### src/pkg/fccrc_pkg.sv
// Purpose: Shared constants for the flash command interpreter and CRC check
// Assumes: Opcodes and device-state codes are byte and two-bit values
// Notes:   Operation classes come from the outside opcode classifier
package fccrc_pkg;
  // Command codes
  localparam logic [7:0] OP_ENTER_ADDR4 = 8'hb7;
  localparam logic [7:0] OP_EXIT_ADDR4  = 8'he9;
  localparam logic [7:0] OP_ENTER_QUAD  = 8'h35;
  localparam logic [7:0] OP_RESET_QUAD  = 8'hf5;
  localparam logic [7:0] OP_CRC         = 8'h9b;
  localparam logic [7:0] SUB_CRC        = 8'h27;
  localparam logic [7:0] OPT_CRC_ALL    = 8'hff;
  localparam logic [7:0] OPT_CRC_RANGE  = 8'hfe;
  // Byte positions within a frame, counted from zero
  localparam logic [4:0] IDX_SUB        = 5'h01;
  localparam logic [4:0] IDX_OPT        = 5'h02;
  localparam logic [4:0] IDX_EXP_FIRST  = 5'h03;
  localparam logic [4:0] IDX_EXP_LAST   = 5'h0a;
  localparam logic [4:0] IDX_START_LAST = 5'h0e;
  localparam logic [4:0] IDX_STOP_LAST  = 5'h12;
  localparam logic [4:0] IDX_ADDR3_LAST = 5'h03;
  localparam logic [4:0] IDX_ADDR4_LAST = 5'h04;
  // CRC-64 generator, x^64 implied
  localparam logic [63:0] CRC_POLY      = 64'h42f0e1eba9ea3693;
  localparam logic [63:0] CRC_INIT      = 64'h0000000000000000;
  // Flag status bit positions and reset values
  localparam int          FSR_READY_BIT = 7;
  localparam int          FSR_FAIL_BIT  = 4;
  localparam logic        RST_ADDR4     = 1'b0;
  localparam logic        RST_QUAD      = 1'b0;
  localparam logic        RST_READY     = 1'b1;
  // Device states reported by the program/erase engine
  localparam logic [1:0] DST_STANDBY    = 2'h0;
  localparam logic [1:0] DST_BUSY       = 2'h1;
  localparam logic [1:0] DST_SUB_PSUSP  = 2'h2;
  localparam logic [1:0] DST_ERS_SUSP   = 2'h3;
  // Operation classes
  localparam logic [2:0] CLS_READ       = 3'h0;
  localparam logic [2:0] CLS_READ_SR    = 3'h1;
  localparam logic [2:0] CLS_PROGRAM    = 3'h2;
  localparam logic [2:0] CLS_ERASE      = 3'h3;
  localparam logic [2:0] CLS_WR_NV      = 3'h4;
  localparam logic [2:0] CLS_WR_VOL     = 3'h5;
  localparam logic [2:0] CLS_SUSPEND    = 3'h6;
  localparam logic [2:0] CLS_OTHER      = 3'h7;
  // CRC engine states, one-hot
  typedef enum logic [2:0] {
    CRS_IDLE  = 3'b001,
    CRS_FETCH = 3'b010,
    CRS_WAIT  = 3'b100
  } fccrc_crs_e;
endpackage

### src/fccrc_top.sv
// Purpose: Command interpreter of a serial NOR flash: address/quad modes,
//          state-table gating of operations and the CRC-64 array check
// Assumes: Serial clock, select and data pins are oversampled by clk
// Notes:   Data are taken on serial clock rising edges, MSB first per byte
`timescale 1ns/1ps
module fccrc_top import fccrc_pkg::*; #(
  parameter int ADDR_W  = 24,
  parameter int SECT_LO = 16
) (
  // Clock and reset
  input  wire logic              clk,
  input  wire logic              rst_n,
  // Serial pins
  input  wire logic              cs_n,
  input  wire logic              sclk,
  input  wire logic [3:0]        serial_data_lines,
  // Device state from the program/erase engine, operation class and flag clear
  input  wire logic [1:0]        dev_state,
  input  wire logic [ADDR_W-1:SECT_LO] susp_sector,
  input  wire logic [2:0]        op_class,
  input  wire logic              flag_clear,
  // Command decisions
  output logic                   cmd_byte_p,
  output logic [7:0]             cmd_code_r,
  output logic [31:0]            cmd_addr_r,
  output logic                   cmd_accept_p,
  output logic                   cmd_reject_p,
  // Modes and flags
  output logic                   addr4_r,
  output logic                   quad_r,
  output logic [7:0]             flag_status,
  // Array read port for the CRC engine
  output logic                   mem_req,
  output logic [ADDR_W-1:0]      mem_addr_r,
  input  wire logic [7:0]        mem_rdata,
  input  wire logic              mem_rvalid
);

  if (ADDR_W < SECT_LO + 1 || ADDR_W > 32) begin : g_addr_w_check
    $error("fccrc_top: ADDR_W out of range");
  end

  // One byte through the serial CRC, LSB first
  function automatic logic [63:0] crc_byte(input logic [63:0] c, input logic [7:0] d);
    logic [63:0] r;
    logic        fb;
    r = c;
    for (int i = 0; i < 8; i++) begin
      fb = r[63] ^ d[i];
      r  = {r[62:0], 1'b0} ^ (fb ? CRC_POLY : 64'h0);
    end
    return r;
  endfunction

  // State table lookup
  function automatic logic allowed(input logic [2:0] cls, input logic [1:0] st,
                                   input logic same_sec);
    case (cls)
      CLS_READ:    allowed = (st != DST_BUSY);
      CLS_READ_SR: allowed = 1'b1;
      CLS_PROGRAM: allowed = (st == DST_STANDBY) ||
                             (st == DST_ERS_SUSP && !same_sec);
      CLS_ERASE:   allowed = (st == DST_STANDBY);
      CLS_WR_NV:   allowed = (st == DST_STANDBY);
      CLS_WR_VOL:  allowed = (st != DST_BUSY);
      CLS_SUSPEND: allowed = (st == DST_BUSY);
      default:     allowed = (st == DST_STANDBY);
    endcase
  endfunction

  ////////////////////////////////////////////////////////////////////////////
  // Pin synchronisers; stage one feeds stage two only
  logic       cs_s1, cs_s2, cs_s3, ck_s1, ck_s2, ck_s3;
  logic [3:0] dq_s1, dq_s2;
  always_ff @(posedge clk or negedge rst_n) begin
    if (!rst_n) begin
      {cs_s1, cs_s2, cs_s3} <= 3'h7;
      {ck_s1, ck_s2, ck_s3} <= 3'h0;
      dq_s1 <= 4'h0;
      dq_s2 <= 4'h0;
    end else begin
      {cs_s1, cs_s2, cs_s3} <= {cs_n, cs_s1, cs_s2};
      {ck_s1, ck_s2, ck_s3} <= {sclk, ck_s1, ck_s2};
      dq_s1 <= serial_data_lines;
      dq_s2 <= dq_s1;
    end
  end
  logic sck_rise, cs_rise;
  assign sck_rise = ck_s2 & ~ck_s3 & ~cs_s2;
  assign cs_rise  = cs_s2 & ~cs_s3;

  ////////////////////////////////////////////////////////////////////////////
  // Byte assembly: one line, or four lines in quad protocol
  logic [7:0] sh_r, sh_nxt, rx_byte_r;
  logic [2:0] bc_r, bc_nxt;
  logic       byte_p_r;
  logic [4:0] idx_r;
  always_comb begin
    sh_nxt = quad_r ? {sh_r[3:0], dq_s2} : {sh_r[6:0], dq_s2[0]};
    bc_nxt = bc_r + (quad_r ? 3'h4 : 3'h1);
  end
  always_ff @(posedge clk or negedge rst_n) begin
    if (!rst_n) begin
      sh_r <= 8'h00;
      bc_r <= 3'h0;
      byte_p_r <= 1'b0;
      rx_byte_r <= 8'h00;
    end else begin
      byte_p_r <= 1'b0;
      if (cs_s2) begin
        bc_r <= 3'h0;
      end else if (sck_rise) begin
        sh_r <= sh_nxt;
        bc_r <= bc_nxt;
        if (bc_nxt == 3'h0) begin
          byte_p_r  <= 1'b1;
          rx_byte_r <= sh_nxt;
        end
      end
    end
  end
  // Byte index within the frame, saturating
  always_ff @(posedge clk or negedge rst_n) begin
    if (!rst_n) begin
      idx_r <= 5'h00;
    end else if (cs_s2) begin
      idx_r <= 5'h00;
    end else if (byte_p_r && idx_r != 5'h1f) begin
      idx_r <= idx_r + 5'h01;
    end
  end
  logic first_p;
  assign first_p    = byte_p_r && idx_r == 5'h00;
  assign cmd_byte_p = first_p;

  ////////////////////////////////////////////////////////////////////////////
  // Mode latches take effect on the byte's last edge, no select rise needed
  always_ff @(posedge clk or negedge rst_n) begin
    if (!rst_n) begin
      addr4_r <= RST_ADDR4;
      quad_r  <= RST_QUAD;
    end else if (first_p) begin
      if (rx_byte_r == OP_ENTER_ADDR4) addr4_r <= 1'b1;
      if (rx_byte_r == OP_EXIT_ADDR4)  addr4_r <= 1'b0;
      if (rx_byte_r == OP_ENTER_QUAD)  quad_r  <= 1'b1;
      if (rx_byte_r == OP_RESET_QUAD)  quad_r  <= 1'b0;
    end
  end

  ////////////////////////////////////////////////////////////////////////////
  // Command gating: programs wait for their address to check the sector
  logic       pend_r, addr_wait_r;
  logic [2:0] cls_r;
  logic       same_sec;
  assign same_sec = cmd_addr_r[ADDR_W-1:SECT_LO] == susp_sector;
  always_ff @(posedge clk or negedge rst_n) begin
    if (!rst_n) begin
      cmd_code_r <= 8'h00;
      cmd_addr_r <= 32'h0;
      pend_r <= 1'b0;
      addr_wait_r <= 1'b0;
      cls_r <= CLS_OTHER;
      cmd_accept_p <= 1'b0;
      cmd_reject_p <= 1'b0;
    end else begin
      cmd_accept_p <= 1'b0;
      cmd_reject_p <= 1'b0;
      pend_r <= first_p;
      if (first_p) begin
        cmd_code_r <= rx_byte_r;
        addr_wait_r <= 1'b0;
      end
      if (byte_p_r && idx_r != 5'h00) cmd_addr_r <= {cmd_addr_r[23:0], rx_byte_r};
      if (pend_r && cmd_code_r != OP_CRC) begin
        cls_r <= op_class;
        if (op_class == CLS_PROGRAM) begin
          addr_wait_r <= 1'b1;
        end else begin
          // Refused commands only pulse reject; engines act on accept
          cmd_accept_p <= allowed(op_class, dev_state, 1'b0);
          cmd_reject_p <= !allowed(op_class, dev_state, 1'b0);
        end
      end else if (addr_wait_r && !byte_p_r && !cs_s2 && // Whole address is in
                   idx_r == (addr4_r ? IDX_ADDR4_LAST : IDX_ADDR3_LAST) + 5'h01) begin
        addr_wait_r  <= 1'b0;
        cmd_accept_p <= allowed(cls_r, dev_state, same_sec);
        cmd_reject_p <= !allowed(cls_r, dev_state, same_sec);
      end else if (cs_s2) begin
        addr_wait_r <= 1'b0;
      end
    end
  end

  ////////////////////////////////////////////////////////////////////////////
  // CRC sequence capture, fields arrive LSB first
  logic [63:0] exp_r;
  logic [31:0] start_r, stop_r;
  logic        seq_ok_r, range_r, armed_r;
  always_ff @(posedge clk or negedge rst_n) begin
    if (!rst_n) begin
      exp_r <= 64'h0;
      start_r <= 32'h0;
      stop_r <= 32'h0;
      seq_ok_r <= 1'b0;
      range_r <= 1'b0;
      armed_r <= 1'b0;
    end else if (cs_s2) begin
      seq_ok_r <= 1'b0;
      armed_r <= 1'b0;
    end else if (byte_p_r) begin
      if (idx_r == 5'h00) seq_ok_r <= (rx_byte_r == OP_CRC);
      if (idx_r == IDX_SUB && rx_byte_r != SUB_CRC) seq_ok_r <= 1'b0;
      if (idx_r == IDX_OPT) begin
        range_r <= (rx_byte_r == OPT_CRC_RANGE);
        if (rx_byte_r != OPT_CRC_RANGE && rx_byte_r != OPT_CRC_ALL) seq_ok_r <= 1'b0;
      end
      if (idx_r >= IDX_EXP_FIRST && idx_r <= IDX_EXP_LAST)
        exp_r <= {rx_byte_r, exp_r[63:8]};
      if (idx_r > IDX_EXP_LAST && idx_r <= IDX_START_LAST)
        start_r <= {rx_byte_r, start_r[31:8]};
      if (idx_r > IDX_START_LAST && idx_r <= IDX_STOP_LAST)
        stop_r <= {rx_byte_r, stop_r[31:8]};
      // Exactly the full sequence arms; a longer frame disarms
      armed_r <= seq_ok_r && (idx_r == (range_r ? IDX_STOP_LAST : IDX_EXP_LAST));
    end
  end

  ////////////////////////////////////////////////////////////////////////////
  // CRC engine: one array byte per request, started by select rising
  fccrc_crs_e        crs_r;
  logic [63:0]       crc_r;
  logic [ADDR_W-1:0] end_r;
  logic              fail_r, ready_r, go;
  assign go      = cs_rise && armed_r && crs_r == CRS_IDLE;
  assign mem_req = (crs_r == CRS_FETCH);
  always_ff @(posedge clk or negedge rst_n) begin
    if (!rst_n) begin
      crs_r <= CRS_IDLE;
      crc_r <= CRC_INIT;
      mem_addr_r <= '0;
      end_r <= '0;
    end else begin
      case (crs_r)
        CRS_IDLE: if (go) begin
          crc_r <= CRC_INIT;
          mem_addr_r <= range_r ? start_r[ADDR_W-1:0] : '0;
          end_r <= range_r ? stop_r[ADDR_W-1:0] : '1;
          crs_r <= (range_r && start_r > stop_r) ? CRS_IDLE : CRS_FETCH;
        end
        CRS_FETCH: crs_r <= CRS_WAIT;
        CRS_WAIT: if (mem_rvalid) begin
          crc_r <= crc_byte(crc_r, mem_rdata);
          mem_addr_r <= mem_addr_r + 1'b1;
          crs_r <= (mem_addr_r == end_r) ? CRS_IDLE : CRS_FETCH;
        end
        default: crs_r <= CRS_IDLE;
      endcase
    end
  end
  logic crc_done;
  assign crc_done = (crs_r == CRS_WAIT && mem_rvalid && mem_addr_r == end_r) ||
                    (go && range_r && start_r > stop_r);

  ////////////////////////////////////////////////////////////////////////////
  // Flag status: bit 7 ready, bit 4 CRC fail; a set beats a clear
  always_ff @(posedge clk or negedge rst_n) begin
    if (!rst_n) begin
      fail_r  <= 1'b0;
      ready_r <= RST_READY;
    end else begin
      ready_r <= (crs_r == CRS_IDLE) && !go && dev_state != DST_BUSY;
      if (crc_done) begin
        fail_r <= (crs_r == CRS_WAIT ? crc_byte(crc_r, mem_rdata) : CRC_INIT)
                  != exp_r;
      end else if (flag_clear) begin
        fail_r <= 1'b0;
      end
    end
  end
  always_comb begin
    flag_status = 8'h00;
    flag_status[FSR_READY_BIT] = ready_r;
    flag_status[FSR_FAIL_BIT]  = fail_r;
  end

  ////////////////////////////////////////////////////////////////////////////
  // Checks
  a_addr4_enter: assert property (@(posedge clk) disable iff (!rst_n)
    first_p && rx_byte_r == OP_ENTER_ADDR4 |=> addr4_r) else $error("enter addr4 missed");
  a_addr4_exit: assert property (@(posedge clk) disable iff (!rst_n)
    first_p && rx_byte_r == OP_EXIT_ADDR4 |=> !addr4_r) else $error("exit addr4 missed");
  a_quad_modes: assert property (@(posedge clk) disable iff (!rst_n)
    first_p && (rx_byte_r == OP_ENTER_QUAD || rx_byte_r == OP_RESET_QUAD)
    |=> quad_r == ($past(rx_byte_r) == OP_ENTER_QUAD)) else $error("quad mode wrong");
  a_crc_start: assert property (@(posedge clk) disable iff (!rst_n)
    crs_r == CRS_IDLE ##1 crs_r == CRS_FETCH |-> $past(cs_rise) && $past(armed_r))
    else $error("CRC started without select rise");
  a_crc_init: assert property (@(posedge clk) disable iff (!rst_n)
    crs_r == CRS_IDLE ##1 crs_r == CRS_FETCH |-> crc_r == CRC_INIT)
    else $error("CRC not cleared at start");
  a_ready_low: assert property (@(posedge clk) disable iff (!rst_n)
    crs_r != CRS_IDLE ##1 crs_r != CRS_IDLE |-> !ready_r) else $error("ready high while busy");
  a_read_busy: assert property (@(posedge clk) disable iff (!rst_n)
    pend_r && op_class == CLS_READ && dev_state == DST_BUSY && cmd_code_r != OP_CRC
    |=> cmd_reject_p && !cmd_accept_p) else $error("read accepted while busy");
  a_susp_gate: assert property (@(posedge clk) disable iff (!rst_n)
    pend_r && op_class == CLS_SUSPEND && cmd_code_r != OP_CRC
    |=> cmd_accept_p == ($past(dev_state) == DST_BUSY)) else $error("suspend gating wrong");
  a_erase_stby: assert property (@(posedge clk) disable iff (!rst_n)
    pend_r && op_class == CLS_ERASE && cmd_code_r != OP_CRC
    |=> cmd_accept_p == ($past(dev_state) == DST_STANDBY)) else $error("erase gating wrong");
  a_crc_result: assert property (@(posedge clk) disable iff (!rst_n)
    crc_done && !flag_clear |=> fail_r == (crc_r != exp_r))
    else $error("CRC fail flag wrong");

endmodule

### config.mk
export PLATFORM = sky130hd
export DESIGN_NAME = fccrc_top
export DESIGN_NICKNAME = d
export VERILOG_FILES = /design/src/pkg/fccrc_pkg.sv /design/src/fccrc_top.sv
export SDC_FILE = /design/constraint.sdc
export NUM_CORES = 1
export LEC_CHECK = 0
export ABC_AREA = 1
export BUFFER_PORTS_ARGS = -buffer_cell sky130_fd_sc_hd__clkbuf_2
export CELL_PAD_IN_SITES_DETAIL_PLACEMENT = 1
export CELL_PAD_IN_SITES_GLOBAL_PLACEMENT = 1
export CORE_ASPECT_RATIO = 0.5
export CORE_UTILIZATION = 40
export DETAILED_ROUTE_END_ITERATION = 10
export PLACE_DENSITY_LB_ADDON = 0.1
export SYNTH_ARGS = -nofsm -noshare
export SYNTH_HDL_FRONTEND = slang
export SYNTH_SLANG_ARGS = --single-unit
### constraint.sdc
create_clock -name clk -period 6 [get_ports clk]
set_input_delay 0.3 -clock clk [delete_from_list [all_inputs] [get_ports clk]]
set_output_delay 0.3 -clock clk [all_outputs]
set_load 0.01 [all_outputs]
; Yosys cells after proc, flatten, opt, wreduce, memory -nomap -nowiden
; Index checks and enable logic that the tools add are counted.
[classes]
n_addsub = 4
order_cmp = 7
eq_ne = 34
muxes = 64
bitwise = 22
n_reduce_logical = 57
[op_table]
columns = operator, count
row1 = $xor A64 B63 Y64, 8
row2 = $mux W63, 8
row3 = $mux W64, 3
row4 = $pmux W64 S2, 1
row5 = $mux W24, 4
row6 = $ne A64 B64 Y1, 1
row7 = $pmux W24 S2, 1
row8 = $eq A8 B8 Y1 const B, 5
row9 = $gt A32 B32 Y1, 1
row10 = $mux W1, 32
row11 = $add A24 B1 Y24 const B, 1
row12 = $eq A24 B24 Y1, 1
row13 = $ne A8 B8 Y1 const B, 3
row14 = $logic_and A1 B1 Y1, 23
row15 = $mux W3, 6
row16 = $reduce_and A3 Y1, 6
row17 = $eq A3 B3 Y1 const B, 5
row18 = $mux W5, 3
row19 = $reduce_bool A2 Y1, 7
row20 = $gt A5 B4 Y1 const B, 2
row21 = $le A5 B4 Y1 const B, 2
row22 = $reduce_and A2 Y1, 5
row23 = $eq A3 B1 Y1 const B, 3
row24 = $eq A3 B2 Y1 const B, 3
row25 = other kinds (32), 54
[word_totals]
regBits = 335
input_bits = 31
output_inout_bits = 78
wordCells = 222

; Depth between registers and ports, before layout
[logic_depth]
word_depth = 27
mapped_depth = 23
mapped_depth_nobuf = 22

; Worst setup path before layout
; Ideal clock, no wire load.
[synth_timing]
path_kind = flip-flop to flip-flop
from = register crs_r[0]
to = register crc_r[53]
setup_time_ns = 0.134
arrival_time_ns = 2.079
required_time_ns = 5.866
slack_ns = 3.787
stages_incl_launch_ff = 11
n_path_buf = 3
period_less_slack_ns = 2.213
cell_sequence = dfstp_2 > inv_1 > nor3_1 > nand2_1 > a21oi_1 > nand2_1 > buf_2 > clkbuf_1 > clkbuf_1 > nand2_1 > o21ai_0
[synth_between]
elab_chain_len = 4
[synth_rtl]
columns = element, line
row1 = start: declaration, fccrc_top.sv:230  ; fccrc_crs_e crs_r;
row2 = start signal: assignment, fccrc_top.sv:248  ; crs_r <= (range_r && start_r > stop_r) ? CRS_IDLE : CRS_FETCH;
row3 = start signal: assignment, fccrc_top.sv:254  ; crs_r <= (mem_addr_r == end_r) ? CRS_IDLE : CRS_FETCH;
row4 = $eq A3 B1 Y1, "fccrc_top.sv:234, fccrc_top.sv:243"
row5 = $logic_and A1 B1 Y1, fccrc_top.sv:234  ; assign go = cs_rise && armed_r && crs_r == CRS_IDLE;
row6 = $ne A2 B2 Y1 (no line), --
row7 = $reduce_and A3 Y1 (no line), --
row8 = end signal: assignment, fccrc_top.sv:252  ; crc_r <= crc_byte(crc_r, mem_rdata);
row9 = end: declaration, fccrc_top.sv:231  ; logic [63:0] crc_r;
; Parallel ways exist; a longest one is shown, timed or not.
; A chain may end at the register's enable or synchronous reset.

; Worst setup path after layout
[layout_timing]
from = register crc_r[63]
to = register fail_r
[layout_between]
elab_chain_len = 19
[layout_rtl]
columns = element, line
row1 = $xor A1 B1 Y1 *, fccrc_top.sv:49  ; fb = r[63] ^ d[i];
row2 = $mux W63 *, fccrc_top.sv:50  ; r = {r[62:0], 1'b0} ^ (fb ? CRC_POLY : 64'h0);
row3 = $xor A64 B63 Y64 * (2 in a row), fccrc_top.sv:50
row4 = $xor A1 B1 Y1, fccrc_top.sv:49
row5 = $mux W63, fccrc_top.sv:50
row6 = $xor A64 B63 Y64 * (2 in a row), fccrc_top.sv:50
row7 = $xor A1 B1 Y1, fccrc_top.sv:49
row8 = $mux W63, fccrc_top.sv:50
row9 = $xor A64 B63 Y64 * (2 in a row), fccrc_top.sv:50
row10 = $xor A1 B1 Y1, fccrc_top.sv:49
row11 = $mux W63, fccrc_top.sv:50
row12 = $xor A64 B63 Y64 * (2 in a row), fccrc_top.sv:50
row13 = $mux W64 *, fccrc_top.sv:273  ; fail_r <= (crs_r == CRS_WAIT ? crc_byte(crc_r, mem_rdata) : CRC_INIT)
row14 = $ne A64 B64 Y1 *, fccrc_top.sv:274  ; != exp_r;
row15 = $mux W1 *, fccrc_top.sv:272  ; if (crc_done) begin
row16 = end signal: assignment, fccrc_top.sv:273
row17 = end: declaration, fccrc_top.sv:233  ; logic fail_r, ready_r, go;
; Mark *: on every way between the ends. The rest lies on a longest branch, timed or not.

==> flow_metrics.py <==
metrics = {
    "placement": {
        "gp_congestion": 0.882,
        "port_buffers": 102,
        "dp_hpwl_mm": 46.4,
    },
    "logic_synthesis": {
        "yosysSeqAreaShare_pct": 44.1,
        "synth_mux_area_share_pct": 1.06,
        "ys_types": 49,
        "synthArstFlopShare_pct": 100,
        "synth-simple-area-share_pct": 28.7,
        "yosysWarnings": 0,
        "synth_top_family_by_area": "simple AND/OR/NAND/NOR gates",
        "avgSynthCellArea_um2": 7.45,
        "synth-xor-area-share_pct": 2.87,
        "synth_cells": 2556,
        "synth-seq-cells": 335,
        "synth-edff-count": 0,
        "synth-main-ff-cell": "dfrtp_1",
        "synth_compound_area_share_pct": 12.0,
        "synth_fa_ha_area_share_pct": 2.63,
        "netlist_area_mm2": 0.0190,
    },
    "drt": {
        "ant_nets": 0,
        "drcViolationCount": 0,
        "routed_wl_mm": 65.9,
        "num_vias": 17400,
        "drtIter0Drc": 1209,
        "wire_per_inst_um": 20.1,
        "avgViaCountPerCell": 5.32,
        "firstDrtPassIters": 6,
    },
    "clock_network": {
        "cts_tree": "done",
        "cts_resized": 0,
        "cts.sinks": 335,
        "clk_pin_slew_ns": 0.07,
        "root_buffer": "clkbuf_16",
        "cts-htree-levels": 2,
        "cts.path.max_buffers": 3,
        "holdBufCountCts": 7,
        "cts_setup_buffers": 0,
        "cts_buffers": 35,
        "clk_latency_ns": 0.55,
    },
    "global_routing": {
        "antenna_found_initial": 1,
        "grt_max_degree": 155,
        "grt_use_met2_pct": 45.9,
        "met3_usage_pct": 3.70,
        "grt_pass1_wl_mm": 103,
        "grt-ovfl-total": 0,
        "busiest_layer": "met2",
        "grt_util_all_layers_pct": 27.5,
        "use_met1_pct": 37.7,
        "grt_pass1_vias": 17700,
    },
    "timing": {
        "maxSlewViolCount": 0,
        "tns_ns": 0,
        "skew_ns": 0.0219,
        "hold_viol": 0,
        "final-setup-viol-count": 0,
        "period_minus_slack_ns": 4.43,
        "fin_crit_sh_pct": 73.8,
        "rsz0062_at_grt": "false",
        "slew_headroom_pct": 34.5,
        "worstMarginPinSlew_ns": 0.983,
        "clock.fmax_mhz": 226,
    },
    "floorplanning": {
        "fp.dieH_um": 156,
        "rows": 56,
        "core_area_mm2": 0.0469,
        "initial_core_util_pct": 40.6,
        "die_w_um": 311,
        "die-area_mm2": 0.0485,
        "num_io_pins": 109,
    },
    "finish": {
        "antenna_cells": 0,
        "layout-drive-gt1-share_pct": 9.44,
        "nets": 2682,
        "num-fill-cells": 5854,
        "layout_commonest_cell": "nand2_1",
        "final-seq-area_mm2": 0.00839,
        "mostFrequentLayoutCells": "nand2_1, dfrtp_1, inv_1, o21ai_0, nand3_1",
        "syn_to_final_growth_pct": 11.7,
        "multi_input_comb_area_mm2": 0.00906,
    },
    "status": {
        "status": "completed",
    },
    "worst_hold_path": {
        "worstHoldPathType": "input pin to flip-flop",
    },
    "critical_path": {
        "worstPathArrival_ns": 4.85,
        "endpoint_kind": "flip-flop",
        "worst-path-max-fanout": 31,
        "worstSetupStartpointType": "flip-flop",
        "worstPathRequired_ns": 6.42,
        "path_class": "flip-flop to flip-flop",
    },
    "power_and_ir_drop": {
        "max-vdd-ir-drop_mv": 0.146,
        "pwr_density_cell_mw_per_mm2": 244,
        "p_leak_nw": 10.3,
        "power_mw": 5.19,
    },
    "run": {
        "cap_violations": 0,
    },
}
## kinds of logic (layout without fill, tap and decap cells)
| group | after synthesis | after routing |
|---|---|---|
| flip-flops | 335 | 335 |
| multiplexers | 18 | 18 |
| AO/OA/AOI/OAI | 430 | 430 |
| buffers and inverters | 405 | 481 |
| adder cells (fa/ha/maj) | 40 | 40 |
| other | 1 | 6 |
| XOR/XNOR | 59 | 59 |
| AND/OR/NAND/NOR | 1268 | 1268 |
## final cells by class
type	instances	share of cell area (%)
sequential	335	39.5
clock buffer	49	4.60
tap	638	3.75
timing repair buffer	126	3.55
inverter	292	5.15
clock inverter	14	0.859
multi-input combinational	1821	42.6
## final timing paths
check / startpoint / end / slack (ns) / cells after the start
worst min register to register: dq_s1[0] / dq_s2[0] / 0.34 / 0
worst max-delay path: crc_r[63] / fail_r / 1.57 / 21
worst min-delay path: mem_rvalid / crs_r[2] / 0.06 / 2
max in group asynchronous: rst_n / cmd_addr_r[28] / 4.27 / 3
min in group asynchronous: rst_n / exp_r[50] / 0.37 / 2
worst max register to register: crc_r[63] / fail_r / 1.57 / 21
## report_power, final
group / switching (mW) / internal [mW] / total, mW
Sequential: 0.0386 / 2.31 / 2.35
Combinational: 0.407 / 0.138 / 0.545
Clock: 1.02 / 1.28 / 2.30
Total: 1.46 / 3.73 / 5.19
## synthesized netlist by cell type, types with 2 or more instances
cell type / count / share of area [%]
a22oi_1: 20 / 0.79
clkbuf_1: 58 / 1.1
xnor2_1: 27 / 1.2
buf_1: 13 / 0.26
o21a_1: 7 / 0.28
nand3_2: 5 / 0.26
nand3_1: 181 / 4.8
nand2_4: 6 / 0.35
xor2_1: 30 / 1.4
nand2_8: 3 / 0.32
a31oi_1: 8 / 0.26
o32ai_1: 2 / 0.092
buf_2: 24 / 0.63
nor2_1: 102 / 2.0
o21ai_0: 253 / 6.6
inv_1: 288 / 5.7
nor4_1: 4 / 0.13
nand2_2: 14 / 0.46
buf_4: 14 / 0.55
dfrtp_1: 327 / 43
buf_6: 2 / 0.12
o22ai_1: 5 / 0.16
ha_1: 40 / 2.6
dfstp_2: 8 / 1.1
inv_2: 4 / 0.079
nor3_1: 16 / 0.42
nand2_1: 836 / 16
nand3b_1: 10 / 0.39
o211ai_1: 6 / 0.24
or2_2: 8 / 0.26
mux2_2: 18 / 1.1
nand3_4: 2 / 0.18
a21oi_1: 122 / 3.2
nand4_1: 78 / 2.6
## stage by stage
step                setup WS (ns)  hold slack (ns)  std cells  util, %  instance area (um^2)
finish                       1.57           0.0621       3275     45.4                 21300
global placement             1.67            0.333       3205     42.7                 20000
floorplan                    3.79          0.00441       2561        -                 19100
CTS                          1.68           0.0445       3275     45.4                 21300
global route                 1.34           0.0507       3275     45.4                 21300
detailed placement           1.68            0.336       3205     42.7                 20000
## worst max-delay path, stage by stage, from the launching register on
cell	delay, ns
dfrtp_1	0.40
inv_2	0.05
nand2_1	0.06
nand2_1	0.47
nand2_1	0.20
nand2_1	0.25
inv_1	0.26
nand3_2	0.30
nand2_2	0.68
inv_2	0.34
nand2_1	0.26
nand2_1	0.13
nand2_1	0.10
nand3_1	0.11
nand2_1	0.11
nand2_1	0.05
nor2_1	0.14
nand2_1	0.07
nor2_1	0.09
nand2_1	0.06
nor2_1	0.10
nor2_1	0.04
## sequential cells by signal, indices dropped and copies added (netlist names), 3 cells and up
name        flops
bc_r            3
cls_r           3
cmd_addr_r     32
cmd_code_r      8
crc_r          64
crs_r           3
dq_s1           4
dq_s2           4
end_r          24
exp_r          64
idx_r           5
mem_addr_r     24
rx_byte_r       8
sh_r            7
start_r        32
stop_r         32
## layer usage
| layer | part of all wire, % | up-vias |
|---|---|---|
| met5 | 0 | - |
| met4 | 2.5 | 0 |
| met3 | 4.4 | 97 |
| met2 | 46 | 361 |
| met1 | 47 | 8578 |
| li1 | - | 8384 |
Power figures use the tool's default switching activity.
